File: config.mk
export PLATFORM = sky130hd
export DESIGN_NAME = rail_enable_gating_logic
export DESIGN_NICKNAME = d
export VERILOG_FILES = /design/src/rail_group_pkg.sv /design/src/rail_enable_gating_logic.sv
export SDC_FILE = /design/constraint.sdc
export NUM_CORES = 1
export LEC_CHECK = 0
export BUFFER_PORTS_ARGS = -buffer_cell sky130_fd_sc_hd__buf_2
export CAP_MARGIN = 5
export CELL_PAD_IN_SITES_DETAIL_PLACEMENT = 1
export CELL_PAD_IN_SITES_GLOBAL_PLACEMENT = 2
export CORE_MARGIN = 2
export CORE_UTILIZATION = 40
export CTS_CLUSTER_SIZE = 28
export DETAILED_ROUTE_END_ITERATION = 6
export PLACE_DENSITY_LB_ADDON = 0.1
export RECOVER_POWER = 100
export SYNTH_ARGS = -nofsm -noshare
export SYNTH_HDL_FRONTEND = slang
export SYNTH_SLANG_ARGS = --single-unit
export TNS_END_PERCENT = 30
File: constraint.sdc
create_clock -name core_clk_i -period 7.5 [get_ports core_clk_i]
set_clock_uncertainty 0.05 [all_clocks]
set_input_delay 0.75 -clock core_clk_i [delete_from_list [all_inputs] [get_ports core_clk_i]]
set_output_delay 0.75 -clock core_clk_i [all_outputs]
set_load 0.05 [all_outputs]
File: src/rail_group_pkg.sv
/*
 * Constants for the switch/regulator group enable gating block:
 * register offsets, field positions, reset values, delay table, timing.
 * Assumes a 250 MHz core clock.
 */
`default_nettype none

package rail_group_pkg;

    // register offsets on the device's register port
    localparam logic [7:0] OFS_PG_MASK_RAILS_A = 8'h25;
    localparam logic [7:0] OFS_PIN_SELECT_PG_CLASS = 8'h26;
    localparam logic [7:0] OFS_ENABLE_EDGE_DELAYS = 8'h27;

    // values after reset
    localparam logic [7:0] RST_PG_MASK_RAILS_A = 8'h00;
    localparam logic [7:0] RST_PIN_SELECT_PG_CLASS = 8'h00;
    localparam logic [7:0] RST_ENABLE_EDGE_DELAYS = 8'h00;

    // field positions in the second register
    localparam int THIRD_REG_PG_MASK_BIT = 0;
    localparam int FIRST_SWITCH_PG_MASK_BIT = 1;
    localparam int SRC_SEL_LSB = 2;
    localparam int PG_CLASS_LSB = 5;
    // field positions in the third register
    localparam int RISE_DLY_LSB = 0;
    localparam int FALL_DLY_LSB = 3;

    // enable source select codes
    localparam logic [2:0] SRC_CONTROL_PIN_1 = 3'h0;
    localparam logic [2:0] SRC_CTL2 = 3'h1;
    localparam logic [2:0] SRC_CTL5 = 3'h2;
    localparam logic [2:0] SRC_CONTROL_PIN_4 = 3'h3;
    localparam logic [2:0] SRC_CONTROL_PIN_3 = 3'h4;
    localparam logic [2:0] SRC_CONTROL_PIN_3_AND_4 = 3'h5;
    localparam logic [2:0] SRC_CONTROL_PIN_6 = 3'h6;
    localparam logic [2:0] SRC_FORCED_ON = 3'h7;

    // timing: clock rate and one millisecond in cycles
    localparam int CLK_FREQ_KHZ = 250000;
    localparam int MS_PER_UNIT = 1;
    localparam int TICKS_PER_MS = CLK_FREQ_KHZ * MS_PER_UNIT;
    localparam int DLY_CNT_W = 24;

    // nominal edge delay per code, in ms
    function automatic int dly_ms(input logic [2:0] code);
        unique case (code)
            3'h0: dly_ms = 0;
            3'h1: dly_ms = 2;
            3'h2: dly_ms = 4;
            3'h3: dly_ms = 8;
            3'h4: dly_ms = 16;
            3'h5: dly_ms = 24;
            3'h6: dly_ms = 32;
            3'h7: dly_ms = 64;
        endcase
    endfunction

endpackage

`default_nettype wire

File: src/rail_enable_gating_logic.sv
/*
 * Enable gating for the combined load switch / general regulator group.
 * Picks the enable source from the control pins, delays its edges,
 * gates it with the unmasked power-good flags of the other rails.
 * Assumes control pins and power-good flags are asynchronous to core_clk_i
 * and that the register port is driven from core_clk_i logic.
 */
`timescale 1ns/1ns
`default_nettype none

module rail_enable_gating_logic #(
    parameter int TICKS_PER_MS = rail_group_pkg::TICKS_PER_MS
) (
    // clock and reset
    input wire logic core_clk_i,
    input wire logic nrst_i,
    // register port
    input wire logic [7:0] reg_addr_i,
    input wire logic reg_wr_i,
    input wire logic [7:0] reg_wdata_i,
    output logic [7:0] reg_rdata_o,
    // control pins 1..6, bit 0 is pin 1
    input wire logic [5:0] control_pin_i,
    // power-good flags: [5:0] step-down rails 1..6, [6] other load switch,
    // [7] second small regulator, [8] third small regulator, [9] first load switch
    input wire logic [9:0] power_good_flag_i,
    // group outputs
    output logic switch_ldo_group_en_o,
    output logic [1:0] pg_voltage_class_o
);

    typedef enum logic [1:0] {
        GRP_OFF = 2'b00,
        GRP_RISING = 2'b01,
        GRP_ON = 2'b11,
        GRP_FALLING = 2'b10
    } grp_state_e;

    // counter width, declared ahead of the casts that use it
    localparam int DLY_CNT_W = rail_group_pkg::DLY_CNT_W;

    // register file
    logic [7:0] group_pg_mask_rails_a, next_group_pg_mask_rails_a;
    logic [7:0] group_pin_select_pg_class, next_group_pin_select_pg_class;
    logic [7:0] group_enable_edge_delays, next_group_enable_edge_delays;
    logic [7:0] next_reg_rdata;

    // synchronisers
    logic [5:0] ctl_meta, ctl_sync;
    logic [9:0] pg_meta, pg_sync;

    // sequencing
    grp_state_e state, next_state;
    logic [rail_group_pkg::DLY_CNT_W-1:0] cnt, next_cnt;
    logic next_en;
    logic [2:0] enable_source_select, rise_delay_code, fall_delay_code;
    logic [9:0] pg_mask;
    logic src_on, pg_ok;
    logic [rail_group_pkg::DLY_CNT_W-1:0] rise_limit, fall_limit;

    // register writes and registered read data; reserved bits simply store
    always_comb begin
        next_group_pg_mask_rails_a = group_pg_mask_rails_a;
        next_group_pin_select_pg_class = group_pin_select_pg_class;
        next_group_enable_edge_delays = group_enable_edge_delays;
        if (reg_wr_i) begin
            unique case (reg_addr_i)
                rail_group_pkg::OFS_PG_MASK_RAILS_A: next_group_pg_mask_rails_a = reg_wdata_i;
                rail_group_pkg::OFS_PIN_SELECT_PG_CLASS: next_group_pin_select_pg_class = reg_wdata_i;
                rail_group_pkg::OFS_ENABLE_EDGE_DELAYS: next_group_enable_edge_delays = reg_wdata_i;
                default: ;
            endcase
        end
        unique case (reg_addr_i)
            rail_group_pkg::OFS_PG_MASK_RAILS_A: next_reg_rdata = group_pg_mask_rails_a;
            rail_group_pkg::OFS_PIN_SELECT_PG_CLASS: next_reg_rdata = group_pin_select_pg_class;
            rail_group_pkg::OFS_ENABLE_EDGE_DELAYS: next_reg_rdata = group_enable_edge_delays;
            default: next_reg_rdata = 8'h00; // unmapped reads as zero
        endcase
    end

    always_ff @(posedge core_clk_i) begin
        if (!nrst_i) begin
            group_pg_mask_rails_a <= rail_group_pkg::RST_PG_MASK_RAILS_A;
            group_pin_select_pg_class <= rail_group_pkg::RST_PIN_SELECT_PG_CLASS;
            group_enable_edge_delays <= rail_group_pkg::RST_ENABLE_EDGE_DELAYS;
            reg_rdata_o <= 8'h00;
        end else begin
            group_pg_mask_rails_a <= next_group_pg_mask_rails_a;
            group_pin_select_pg_class <= next_group_pin_select_pg_class;
            group_enable_edge_delays <= next_group_enable_edge_delays;
            reg_rdata_o <= next_reg_rdata;
        end
    end

    // two-flop synchronisers; only the second stage feeds logic
    always_ff @(posedge core_clk_i) begin
        if (!nrst_i) begin
            ctl_meta <= 6'h00;
            ctl_sync <= 6'h00;
            pg_meta <= 10'h000;
            pg_sync <= 10'h000;
        end else begin
            ctl_meta <= control_pin_i;
            ctl_sync <= ctl_meta;
            pg_meta <= power_good_flag_i;
            pg_sync <= pg_meta;
        end
    end

    // field extraction
    assign enable_source_select = group_pin_select_pg_class[rail_group_pkg::SRC_SEL_LSB +: 3];
    assign rise_delay_code = group_enable_edge_delays[rail_group_pkg::RISE_DLY_LSB +: 3];
    assign fall_delay_code = group_enable_edge_delays[rail_group_pkg::FALL_DLY_LSB +: 3];
    assign pg_voltage_class_o = group_pin_select_pg_class[rail_group_pkg::PG_CLASS_LSB +: 2];

    // a set mask bit excludes its flag; 0 keeps it in the condition
    assign pg_mask = {group_pin_select_pg_class[rail_group_pkg::FIRST_SWITCH_PG_MASK_BIT],
                      group_pin_select_pg_class[rail_group_pkg::THIRD_REG_PG_MASK_BIT],
                      group_pg_mask_rails_a};
    assign pg_ok = &(pg_sync | pg_mask);

    // enable source mux
    always_comb begin
        unique case (enable_source_select)
            rail_group_pkg::SRC_CONTROL_PIN_1: src_on = ctl_sync[0];
            rail_group_pkg::SRC_CTL2: src_on = ctl_sync[1];
            rail_group_pkg::SRC_CTL5: src_on = ctl_sync[4];
            rail_group_pkg::SRC_CONTROL_PIN_4: src_on = ctl_sync[3];
            rail_group_pkg::SRC_CONTROL_PIN_3: src_on = ctl_sync[2];
            rail_group_pkg::SRC_CONTROL_PIN_3_AND_4: src_on = ctl_sync[2] & ctl_sync[3];
            rail_group_pkg::SRC_CONTROL_PIN_6: src_on = ctl_sync[5];
            rail_group_pkg::SRC_FORCED_ON: src_on = 1'b1;
        endcase
    end

    // delay limits in cycles; exact nominal, inside the allowed spread
    assign rise_limit = DLY_CNT_W'(rail_group_pkg::dly_ms(rise_delay_code) * TICKS_PER_MS);
    assign fall_limit = DLY_CNT_W'(rail_group_pkg::dly_ms(fall_delay_code) * TICKS_PER_MS);

    // edge delay sequencer; a source glitch shorter than the delay is dropped
    always_comb begin
        next_state = state;
        next_cnt = cnt + 1'b1;
        unique case (state)
            GRP_OFF: begin
                next_cnt = '0;
                if (src_on) begin
                    next_state = (rise_delay_code == 3'h0) ? GRP_ON : GRP_RISING;
                end
            end
            GRP_RISING: begin
                if (!src_on) begin
                    next_state = GRP_OFF;
                end else if ((cnt + 1'b1) >= rise_limit) begin // code cut to 0 mid-wait ends it at once
                    next_state = GRP_ON;
                end
            end
            GRP_ON: begin
                next_cnt = '0;
                if (!src_on) begin
                    next_state = (fall_delay_code == 3'h0) ? GRP_OFF : GRP_FALLING;
                end
            end
            GRP_FALLING: begin
                if (src_on) begin
                    next_state = GRP_ON;
                end else if ((cnt + 1'b1) >= fall_limit) begin
                    next_state = GRP_OFF;
                end
            end
        endcase
        if (next_state != state) begin
            next_cnt = '0;
        end
        // delayed source and unmasked power-good flags together
        next_en = (next_state == GRP_ON || next_state == GRP_FALLING) && pg_ok;
    end

    always_ff @(posedge core_clk_i) begin
        if (!nrst_i) begin
            state <= GRP_OFF;
            cnt <= '0;
            switch_ldo_group_en_o <= 1'b0;
        end else begin
            state <= next_state;
            cnt <= next_cnt;
            switch_ldo_group_en_o <= next_en;
        end
    end
endmodule // rail_enable_gating_logic

`default_nettype wire

== Yosys cells after proc, flatten, opt, wreduce, memory -nomap -nowiden ==
Memory sizes are Yosys's and may differ from the RTL's. A register that Yosys moved wholly into a read port is not among the register bits.
Cells that the tools add are included.

* Add/sub/neg operators: 1
* Multipliers: 2
* Order comparisons: 2
* Eq/ne operators: 16
* Muxes and demuxes: 15
* Bitwise gates (word level): 3
* Reduce and logical (&&, ||, !) cells: 11

{| class="wikitable"
|+ Operators with widths
! kind !! number
|-
| multiplier 32 x 15 -> 20 bit, second input constant || 2
|-
| >= comparator 24 bit || 2
|-
| adder 24 x 1 -> 24 bit, second input constant || 1
|-
| == test 8 x 6 -> 1 bit, second input constant || 3
|-
| one-hot mux 8 bit (3 select lines) || 1
|-
| two-way mux 2 bit || 8
|-
| == test 3 bit, second input constant || 4
|-
| two-way mux 3 bit || 4
|-
| bitwise OR 10 bit || 1
|-
| AND reduction 10 bit || 1
|-
| logical NOT 3 bit || 3
|-
| == test 2 bit, second input constant || 4
|-
| one-hot mux 1 bit (8 select lines) || 1
|-
| one-hot mux 2 bit (4 select lines) || 1
|-
| == test 3 x 2 -> 1 bit, second input constant || 2
|-
| AND reduction 2 bit || 3
|-
| OR reduction 4 bit || 1
|-
| == test 3 x 1 -> 1 bit, second input constant || 1
|-
| == test 2 x 1 -> 1 bit, second input constant || 1
|-
| logical NOT 2 bit || 1
|-
| inequality test 2 bit || 1
|-
| AND 1 bit || 1
|-
| logical AND 1 bit || 1
|-
| logical OR 1 bit || 1
|-
| inverter 1 bit || 1
|}

* Register bits after elaboration: 91
* Memory bits (read-only): 96
* Input port bits: 35
* Output and inout port bits: 11
* Logic and storage cells: 63
* Memories: 2

{| class="wikitable"
|+ Memories
! name !! depth !! width !! read ports !! clocked after memory_dff !! write ports !! line !! source
|-
| (name not given) || 8 || 6 || 1 || 1 || 0 || rail_group_pkg.sv:47 || <nowiki>unique case (code)</nowiki>
|-
| (name not given) || 8 || 6 || 1 || 1 || 0 || rail_group_pkg.sv:47 ||
|}

== Longest topological paths before layout ==
Gate-level depths: netlist (run 1).

* Word-level depth: 8
* Mapped depth: 23
* Depth with buffers taken out: 22

== Worst setup path after synthesis (run 1) ==
Ideal clock, no wire load.

* Path kind: register to register
* From: register with a tool-made name
* To: register cnt[18] (netlist bit)
* Setup time: 0.066 ns
* Arrival: 5.070 ns
* Required time: 7.384 ns
* Setup slack: 2.314 ns
* Stages on the path, launching flop included: 22
* Clock period less this slack: 5.186 ns
* Cell sequence: dfxtp_1 ha_1 inv_1 fa_1 inv_1 fa_1 fa_1 ha_1 ha_1 ha_1 a311oi_1 nor2_1 o41ai_1 o21ai_0 xnor2_1 ha_1 nand4_1 a211oi_1 nor3_1 nand4_2 buf_6 a21boi_2

{| class="wikitable"
|+ RTL lines
! item !! line !! source
|-
| end signal, assigned || rail_enable_gating_logic.sv:187 || <nowiki>cnt <= next_cnt;</nowiki>
|-
| end, declared || rail_enable_gating_logic.sv:54 || <nowiki>logic [rail_group_pkg::DLY_CNT_W-1:0] cnt, next_cnt;</nowiki>
|}

==> impl_results.md, run 1 <==
- # H-tree levels: 3
- Status: completed
- Fraction of registers with async set or reset after synthesis: 0%
- Register clock-pin slew on the reported worst setup and hold paths: 80 ps
- Initial antenna violation count: 0
- Critical path class: reg -> reg
- Wirelength, routed: ~17,000 um
- Die height: 140 um
- Comb power frac: under 10%
- Slew of the pin with the lowest slew margin: 1400 ps
- DRT iter0 DRCs: around 170
- Share of Yosys cell area claimed by the top area cell type: between 20% and 30%
- Pint: 0.000811 W
- Row count: just under 50
- Overall Global Routing Usage: about a fifth
- Clock sink count: 103
- Syn Nets: ~960
- Avg WL per Cell: about 17 um
- Synth Warn #: 0
- Post-CTS Setup Bufs: 0
- Sequential share of the synthesized area: 27.8%
- Layout Cells excl Fill: 1,022
- Synth Register Bits: around 100
- Remaining DRCs: 0
- Vias in the first global route: 5,851
- Worst-Skew Late Latency: 360 ps
- # IOs: 46
- CTS tree: built
- DR pass1 iterations: 4
- Cell variety after synth: 66
- Leakage: 3.90 nW
- Worst R2R Path Depth: 20
- Biggest area consumer among synthesized cells: dfxtp_1
- RSZ-0062 raised after global routing: no
- Setup tns final: 0 ps
- Clock power frac: 45.0%
- Crit path launch type: register
- Fin area: approximately 0.0080 mm2
- Fillers: 2,064
- Slew HR: 6.76%
- Pin count of the biggest net entering global routing: 42
- CTS root buffer: clkbuf_16
- WP data arrival: 6520 ps
- Synth top cells by count: 148 x ha_1, 103 x dfxtp_1, 71 x inv_1, 56 x nor2_1, 34 x and2_1
- Switching part of the total: roughly 25%
- Crit end category: register
- Post-synth top flop: dfxtp_1
- Min-delay worst type: reg -> reg
- Final number of max-transition violations: 0
- Max_cap viols: 0
- Worst vdd ir: 99.8 uV
- Final Wtd Congestion: 0.838
- Minimum clock period: around 6300 ps
- Vias: around 5.4k
- Clock buffer depth: 2
- F_max: roughly 160 MHz
- Slowest cell delay on critical path: between 600 and 700 ps
- Most frequent cell on the critical path: ha_1
- Max FO, Critical Path: 24
- Sw Pwr: about 0.00027 W
- Die width: 140 um
- Number of synthesized flops with an enable pin: 0
- Synthesized area per cell: slightly below 10 um2
- Top-count cell post-synth: ha_1
- Leading post-synthesis cells by cell area: dfxtp_1 28%, ha_1 25%, fa_1 5.4%
- Post-DP HPWL: between 10,000 and 15,000 um
- Share of cells above drive strength 1: 9.58%
- Slowest cell on the critical path: nand4_2
- Hold path cells: 1
- FF-to-FF Start: fall_limit[6]
- PD cells: 134 mW/mm2
- Core Region: 0.0181 mm2
- Synth Cell Area: about 0.0074 mm2
- Post-layout nets: between 900 and 1k
- Req. time, crit path: 7710 ps
- Final setup fails: 0
- Via-per-instance ratio: 5.27
- Die ar.: around 0.020 mm2
- Hold_ws: ~390 ps
- Ant diodes: 0
- Port bufs: 45
- Overall power: approximately 0.0011 W
- First-pass GRT wire length: slightly below 30,000 um
- Starting Density: about two fifths
- Placed cells: between 1k and 1.5k
- Post-CTS sizing: 0
- TritonCTS buffer count: 9
- CTS hold repair buffers: 0
- Layout Area Growth over Synthesis: 8.31%
- Antenna viol nets, final: 0
- Min-Delay Startpoint: pg_meta[4]
- Mapped Cells: between 700 and 800
- GRT overflow: 0
- Crit-path cells: ha_1 -> inv_1 -> fa_1 -> inv_1 -> fa_1 -> fa_1 -> ha_1 -> ha_1 -> ha_1 -> a311oi_1 -> nor2_1 -> o41ai_1 -> o21ai_0 -> xnor2_1 -> ha_1 -> nor3b_1 -> o21ai_0 -> nor3_1 -> nand4_2 -> a21boi_0
- Endpoints failing hold: 0
- Timing startpoint of the critical path: fall_limit[6]
- Flop pwr share: between 50% and 60%
- Placement Cell Area: a little under 0.008 mm2
- Tcrit/Tclk final: between 80% and 90%
## flip-flops by register name, indices dropped and copies added (netlist names), 6 cells and up, named ones only
register,count
ctl_meta,6
pg_sync,10
group_pin_select_pg_class,8
reg_rdata_o,8
group_enable_edge_delays,8
pg_meta,10
cnt,24
ctl_sync,6
group_pg_mask_rails_a,8
## stage by stage
stage	utilization [%]	setup WS (ps)
after floorplan	-	2310
after global placement	43.1	1300
after detailed placement	43.1	1130
after CTS	44.8	1020
after global routing	44.4	727
final	44.4	1190
## final timing paths
kind	end	slack, ps
hold / removal	pg_sync[4]	390
hold reg to reg	pg_sync[4]	390
setup reg to reg	cnt[20]	1190
setup / recovery	cnt[20]	1190
## critical path: cells and delay by family (launching register included)
family	cells	cell delay, ps
compound gates	5	1170
xor+xnor	1	170
fa+ha+maj	8	2950
buf+inv	2	120
flops	1	380
simple gates	4	1360
## layout make-up
type                    instances  area, um2  share of cell area (%)
multi-input cells             557       4880                    60.8
flip-flops and latches        103       2060                    25.7
well taps                     229        287                    3.57
inverters                      71        267                    3.32
clock buffers                   9        225                    2.81
repair buffers                 46        214                    2.67
clock inverters                 7       91.3                    1.14
## layout by cell type, fill, tap and decap left out, types with 8 or more instances in the layout
| master | instances |
|---|---|
| nor3_1 | 8 |
| mux2i_1 | 25 |
| mux2_2 | 8 |
| dfxtp_1 | 103 |
| nor2_1 | 56 |
| nand3_1 | 23 |
| ha_1 | 148 |
| buf_2 | 33 |
| and2_1 | 16 |
| clkbuf_16 | 9 |
| nand2_1 | 23 |
| fa_1 | 20 |
| xnor2_1 | 32 |
| a21oi_1 | 26 |
| a21boi_0 | 15 |
| o21ai_0 | 13 |
| clkbuf_1 | 13 |
| a22oi_1 | 9 |
| nand4_1 | 8 |
| xor2_1 | 20 |
| inv_1 | 71 |
| and2_0 | 18 |
## cells by family (layout without fill, tap and decap cells)
kind of cell / Yosys count / count (layout) / synth area share (%)
AO/OA/AOI/OAI: 112 / 112 / 11.7
XOR/XNOR: 52 / 52 / 6.15
adder cells (fa/ha/maj): 168 / 168 / 30.4
buffers and inverters: 92 / 133 / 5.49
flip-flops: 103 / 103 / 27.8
multiplexers: 34 / 34 / 4.75
AND/OR/NAND/NOR: 191 / 191 / 13.7
## per-layer routing
| layer | global-route usage, % | share of wire (%) |
|---|---|---|
| met2 | 34.3 | 51 |
| met1 | 23.2 | 46 |
| met4 | 4.15 | 1.4 |
| met3 | 2.67 | 1.7 |
| met5 | 0 | 0 |
## power by group through the flow
| stage | logic [W] | registers [W] | clock network, W |
|---|---|---|---|
| 2_1_floorplan | 0.0000194 | 0.000569 | 0 |
| 6_report | 0.0000348 | 0.000558 | 0.000484 |
| 3_5_place_dp | 0.0000360 | 0.000571 | 0 |
| 5_1_grt | 0.0000391 | 0.000559 | 0.000519 |
| 3_3_place_gp | 0.0000349 | 0.000571 | 0 |
| 4_1_cts | 0.0000362 | 0.000558 | 0.000496 |
No activity file was read; power rests on OpenSTA's default activity.
==> inputs of run 2 (changes only) <==
clock period = 6.4 ns   (was 7.5 ns; I/O delays follow)
==> run 2 against run 1 <==
Against the previous run: register-to-register slack lost 810 ps; final cell count grew 0.59%; critical path depth increased by 1; fmax up 4.7%; critical endpoint is now cnt[19]; largest cell class unchanged; highest routed layer unchanged.
==> impl_results.md, run 2 (synthesis results as in run 1) <==
- Status: completed (unchanged)
- Die height: 140 um (unchanged)
- # IOs: 46 (unchanged)
- Fillers: 2,061 (was 2,064)
- Setup tns final: 0 ps (unchanged)
- Row count: 49 (unchanged)
- Most flops, register: cnt (unchanged)
- Die ar.: 0.0196 mm2 (unchanged)
- Final number of max-transition violations: 0 (unchanged)
- Crit path launch type: register (unchanged)
- # H-tree levels: 3 (unchanged)
- Post-layout nets: 997 (was 991)
- Max FFs per register: 24 (unchanged)
- Ant diodes: 0 (unchanged)
- Met2 WL: 8250 um (was 8960 um)
- Clock buffer depth: 2 (unchanged)
- F_max: 166 MHz (was 159 MHz)
- Final Util: 44.6% (was 44.4%)
- Wirelength, routed: 16,900 um (was 17,500 um)
- Avg WL per Cell: 16.5 um (was 17.1 um)
- Core Region: 0.0181 mm2 (unchanged)
- Die width: 140 um (unchanged)
- Overall Global Routing Usage: 18.1% (was 18.7%)
- Vias: 5,333 (was 5,390)
- Layout Area Growth over Synthesis: 8.93% (was 8.31%)
- Register clock-pin slew on the reported worst setup and hold paths: 80 ps (about the same)
- Worst vdd ir: 154 uV (was 99.8 uV)
- Initial antenna violation count: 0 (unchanged)
- DR pass1 iterations: 4 (unchanged)
- Via-per-instance ratio: 5.19 (was 5.27)
- First-pass GRT wire length: 28,400 um (was 29,500 um)
- Leakage: 3.93 nW (was 3.90 nW)
- Final setup fails: 0 (unchanged)
- Pin count of the biggest net entering global routing: 42 (unchanged)
- Clock sink count: 103 (unchanged)
- Top Registers: cnt x24, pg_meta x10, pg_sync x10 (unchanged)
- Critical path class: reg -> reg (unchanged)
- TritonCTS buffer count: 9 (unchanged)
- CTS tree: built (unchanged)
- GRT overflow: 0 (unchanged)
- Vias in the first global route: 5,576 (was 5,851)
- WP data arrival: 6240 ps (was 6520 ps)
- Worst-Skew Late Latency: 350 ps (was 360 ps)
- PD cells: 156 mW/mm2 (was 134 mW/mm2)
- Most common cell after layout, fill and taps aside: ha_1 (unchanged)
- Port bufs: 45 (unchanged)
- Share of cells above drive strength 1: 9.64% (was 9.58%)
- DRT iter0 DRCs: 152 (was 167)
- Req. time, crit path: 6620 ps (was 7710 ps)
- CTS hold repair buffers: 0 (unchanged)
- Max_cap viols: 0 (unchanged)
- Max FO, Critical Path: 24 (unchanged)
- Commonest non-fill, non-tap cells in the layout: 148 x ha_1, 103 x dfxtp_1, 71 x inv_1 (unchanged)
- Slew HR: 5.07% (was 6.76%)
- Final Wtd Congestion: 0.831 (was 0.838)
- CTS root buffer: clkbuf_16 (unchanged)
- Met1 wire length: 8260 um (was 7980 um)
- Min-delay worst type: reg -> reg (unchanged)
- Remaining DRCs: 0 (unchanged)
- Endpoints failing hold: 0 (unchanged)
- DR WL met3: 298 um (was 300 um)
- Minimum clock period: 6020 ps (was 6310 ps)
- Crit end category: register (unchanged)
- Top Metal Used: met4 (unchanged)
- Post-DP HPWL: 14,000 um (was 14,400 um)
- Antenna viol nets, final: 0 (unchanged)
- Tcrit/Tclk final: 94.1% (was 84.1%)
- Starting Density: 41.0% (unchanged)
- Slew of the pin with the lowest slew margin: 1420 ps (was 1400 ps)
- RSZ-0062 raised after global routing: no (unchanged)
[run 2: metal layers]
metal	vias up	GRT usage, %
met5	-	0
met4	0	3.35
met3	9	2.56
met2	35	31.2
met1	2582	24.4
li1	2707	-
[run 2: worst max-delay path, cell delays in order, from the launching register on]
cell,delay (ps)
dfxtp_1,400
ha_1,310
inv_1,80
fa_1,530
inv_1,50
fa_1,520
fa_1,430
ha_1,310
ha_1,300
ha_1,340
a311oi_1,280
nor2_1,80
o41ai_1,100
o21ai_0,210
xnor2_1,320
ha_1,330
nand4_1,150
a211oi_1,70
nor3_1,430
nand4_2,160
buf_4,250
a21boi_0,220
[run 2: final cells by class]
class / instances / area, um2 / area share (%)
Tap cell: 229 / 287 / 3.55
Timing Repair Buffer: 52 / 272 / 3.36
Inverter: 71 / 267 / 3.30
Sequential cell: 103 / 2060 / 25.6
Multi-Input combinational cell: 557 / 4870 / 60.3
Clock inverter: 7 / 90.1 / 1.12
Clock buffer: 9 / 225 / 2.79
[run 2: timing repair]
item,in CTS,in global routing
setup buffers,0,2
setup endpoints to repair,0,24
resized for setup,0,1
[run 2: power by group]
group	switching, W	internal, W	total (W)
Sequential	0.00000317	0.000650	0.000653
Clock	0.000283	0.000280	0.000563
Combinational	0.0000238	0.0000180	0.0000418
Total	0.000310	0.000949	0.00126
[run 2: stage by stage]
stage	total power (W)	worst slack, ps	cell area (um2)	std cells	hold slack, ps
6_report	0.00126	377	8070	1028	390
5_1_grt	0.00131	30.4	8070	1028	409
2_1_floorplan	0.000690	1210	7410	752	362
3_3_place_gp	0.000710	359	7820	1010	369
3_5_place_dp	0.000711	182	7820	1010	370
4_1_cts	0.00128	170	8130	1026	389
[run 2: final timing paths]
| path | start | endpoint | slack (ps) | cells after the start |
|---|---|---|---|---|
| worst min-delay path | pg_meta[3] | pg_sync[3] | 390 | 1 |
| worst max register to register | register | cnt[19] | 380 | 21 |
| worst max-delay path | register | cnt[19] | 380 | 21 |
| worst min register to register | pg_meta[3] | pg_sync[3] | 390 | 1 |
==> inputs of run 3 (changes only) <==
CORE_ASPECT_RATIO = 0.9   (was default)
==> run 3 against run 2 <==
Against the previous run: worst hold slack lost 3.3 ps; via count grew 0.45%; sequential power is essentially flat; largest cell class unchanged.
==> impl_results.md, run 3 (synthesis results as in run 1) <==
- Remaining DRCs: 0 (unchanged)
- Slowest cell on the critical path: fa_1 (unchanged)
- WP data arrival: 6020 ps (was 6240 ps)
- Register clock-pin slew on the reported worst setup and hold paths: 80 ps (about the same)
- Hold Crit Endpoint: pg_sync[4] (was pg_sync[3])
- Dpl ws: 431 ps (was 182 ps)
- GRT overflow: 0 (unchanged)
- Port bufs: 45 (unchanged)
- # IOs: 46 (unchanged)
- Core Region: 0.0183 mm2 (was 0.0181 mm2)
- # H-tree levels: 3 (unchanged)
- Minimum clock period: 5840 ps (was 6020 ps)
- Min-delay worst type: reg -> reg (unchanged)
- Vias in the first global route: 5,711 (was 5,576)
- Row count: 47 (was 49)
- F_max: 171 MHz (was 166 MHz)
- Crit end category: register (unchanged)
- Crit-path cells: ha_1 -> inv_1 -> fa_1 -> inv_1 -> fa_1 -> inv_1 -> fa_1 -> inv_1 -> ha_1 -> ha_1 -> ha_1 -> nand3_1 -> a21oi_1 -> o41ai_1 -> o31ai_1 -> xnor2_1 -> ha_1 -> nand4_1 -> nor3_1 -> o311ai_2 -> nand4_2 -> buf_4 -> a21boi_0 (was ha_1 -> inv_1 -> fa_1 -> inv_1 -> fa_1 -> fa_1 -> ha_1 -> ha_1 -> ha_1 -> a311oi_1 -> nor2_1 -> o41ai_1 -> o21ai_0 -> xnor2_1 -> ha_1 -> nand4_1 -> a211oi_1 -> nor3_1 -> nand4_2 -> buf_4 -> a21boi_0)
- Endpoints failing hold: 0 (unchanged)
- Die ar.: 0.0196 mm2 (about the same)
- FF-to-FF Start: rise_limit[5]
- DR pass1 iterations: 6 (was 4)
- Clock buffer depth: 2 (unchanged)
- Commonest non-fill, non-tap cells in the layout: 148 x ha_1, 103 x dfxtp_1, 71 x inv_1 (unchanged)
- Final setup fails: 0 (unchanged)
- Max FFs per register: 24 (unchanged)
- RSZ-0062 raised after global routing: no (unchanged)
- CTS hold repair buffers: 0 (unchanged)
- Post-CTS Setup Bufs: 0 (unchanged)
- TritonCTS buffer count: 9 (unchanged)
- Worst r2r dst: cnt[20] (was cnt[19])
- Slew HR: 8.51% (was 5.07%)
- Initial antenna violation count: 0 (unchanged)
- PD cells: 156 mW/mm2 (about the same)
- Vias: 5,357 (was 5,333)
- Antenna viol nets, final: 0 (unchanged)
- Top Registers: cnt x24, pg_meta x10, pg_sync x10 (unchanged)
- Final Wtd Congestion: 0.815 (was 0.831)
- CTS root buffer: clkbuf_16 (unchanged)
- Final Util: 43.9% (was 44.6%)
- Slew of the pin with the lowest slew margin: 1370 ps (was 1420 ps)
- Most flops, register: cnt (unchanged)
- CP delay by family, top: adder cells (unchanged)
- CTS tree: built (unchanged)
- Die width: 147 um (was 140 um)
- Overall Global Routing Usage: 18.2% (was 18.1%)
- Leakage: 3.91 nW (was 3.93 nW)
- Via-per-instance ratio: 5.15 (was 5.19)
- Critical path class: reg -> reg (unchanged)
- Crit path launch type: register (unchanged)
- Most frequent cell on the critical path: ha_1 (unchanged)
- Clock sink count: 103 (unchanged)
- Tcrit/Tclk final: 91.3% (was 94.1%)
- Post-layout nets: 993 (was 997)
- Status: completed (unchanged)
- Avg WL per Cell: 16.2 um (was 16.5 um)
- Slowest cell delay on critical path: 530 ps (about the same)
- Worst R2R Path Depth: 23 (was 21)
- DRT iter0 DRCs: 156 (was 152)
- Min-Delay Startpoint: pg_meta[4] (was pg_meta[3])
- Final setup margin: 556 ps (was 377 ps)
- Most common cell after layout, fill and taps aside: ha_1 (unchanged)
- Req. time, crit path: 6580 ps (was 6620 ps)
- Wirelength, routed: 16,900 um (about the same)
- Ant diodes: 0 (unchanged)
- Share of cells above drive strength 1: 9.06% (was 9.64%)
- Starting Density: 40.5% (was 41.0%)
- Worst-Skew Late Latency: 370 ps (was 350 ps)
- WP buf/inv: 5 (was 3)
- Max_cap viols: 0 (unchanged)
- Max FO, Critical Path: 24 (unchanged)
- FF-to-FF setup slack: 560 ps (was 380 ps)
- Post-DP HPWL: 13,900 um (was 14,000 um)
- Die height: 133 um (was 140 um)
- Setup tns final: 0 ps (unchanged)
- Layout Area Growth over Synthesis: 8.48% (was 8.93%)
- Hold path cells: 1 (unchanged)
- Final number of max-transition violations: 0 (unchanged)
- Worst vdd ir: 126 uV (was 154 uV)
- First-pass GRT wire length: 28,600 um (was 28,400 um)
- Post-CTS sizing: 0 (unchanged)
- Pin count of the biggest net entering global routing: 42 (unchanged)
-- run 3: how the worst max path moves through the flow --
stage | from | to | slack (ps) | depth (start not counted)
6_report | rise_limit[5] | cnt[20] | 560 | 23
5_1_grt | rise_limit[5] | cnt[13] | 160 | 23
3_5_place_dp | rise_limit[5] | cnt[1] | 430 | 23
3_3_place_gp | rise_limit[5] | cnt[6] | 640 | 22
4_1_cts | rise_limit[5] | cnt[6] | 380 | 23
2_1_floorplan | register | cnt[18] | 1210 | 21
-- run 3: report_power, final --
part / internal (W) / switching [W]
clock: 0.000282 / 0.000281
sequential: 0.000650 / 0.00000355
combinational: 0.0000174 / 0.0000227
-- run 3: routing by layer --
| layer | vias to the layer above | GRT usage [%] | wire length (um) |
|---|---|---|---|
| li1 | 2691 | - | - |
| met1 | 2604 | 24.5 | 8350 |
| met2 | 47 | 30.9 | 8020 |
| met3 | 15 | 3.15 | 351 |
| met4 | 0 | 3.74 | 177 |
| met5 | - | 0 | 0 |
-- run 3: final cells by class --
type | instances | area [um2]
clock buffer | 9 | 225
clock inverter | 7 | 91.3
fill | 2114 | 10300
multi-input combinational | 557 | 4860
tap | 245 | 307
inverter | 71 | 267
timing repair buffer | 48 | 229
sequential | 103 | 2060
-- run 3: through the flow --
stage / area (um2) / instances / total power [W] / hold WS [ps]
floorplan: 7410 / 752 / 0.000690 / 362
global placement: 7820 / 1024 / 0.000710 / 368
detailed placement: 7820 / 1024 / 0.000711 / 371
CTS: 8140 / 1040 / 0.00128 / 390
global route: 8040 / 1040 / 0.00131 / 400
finish: 8040 / 1040 / 0.00126 / 387
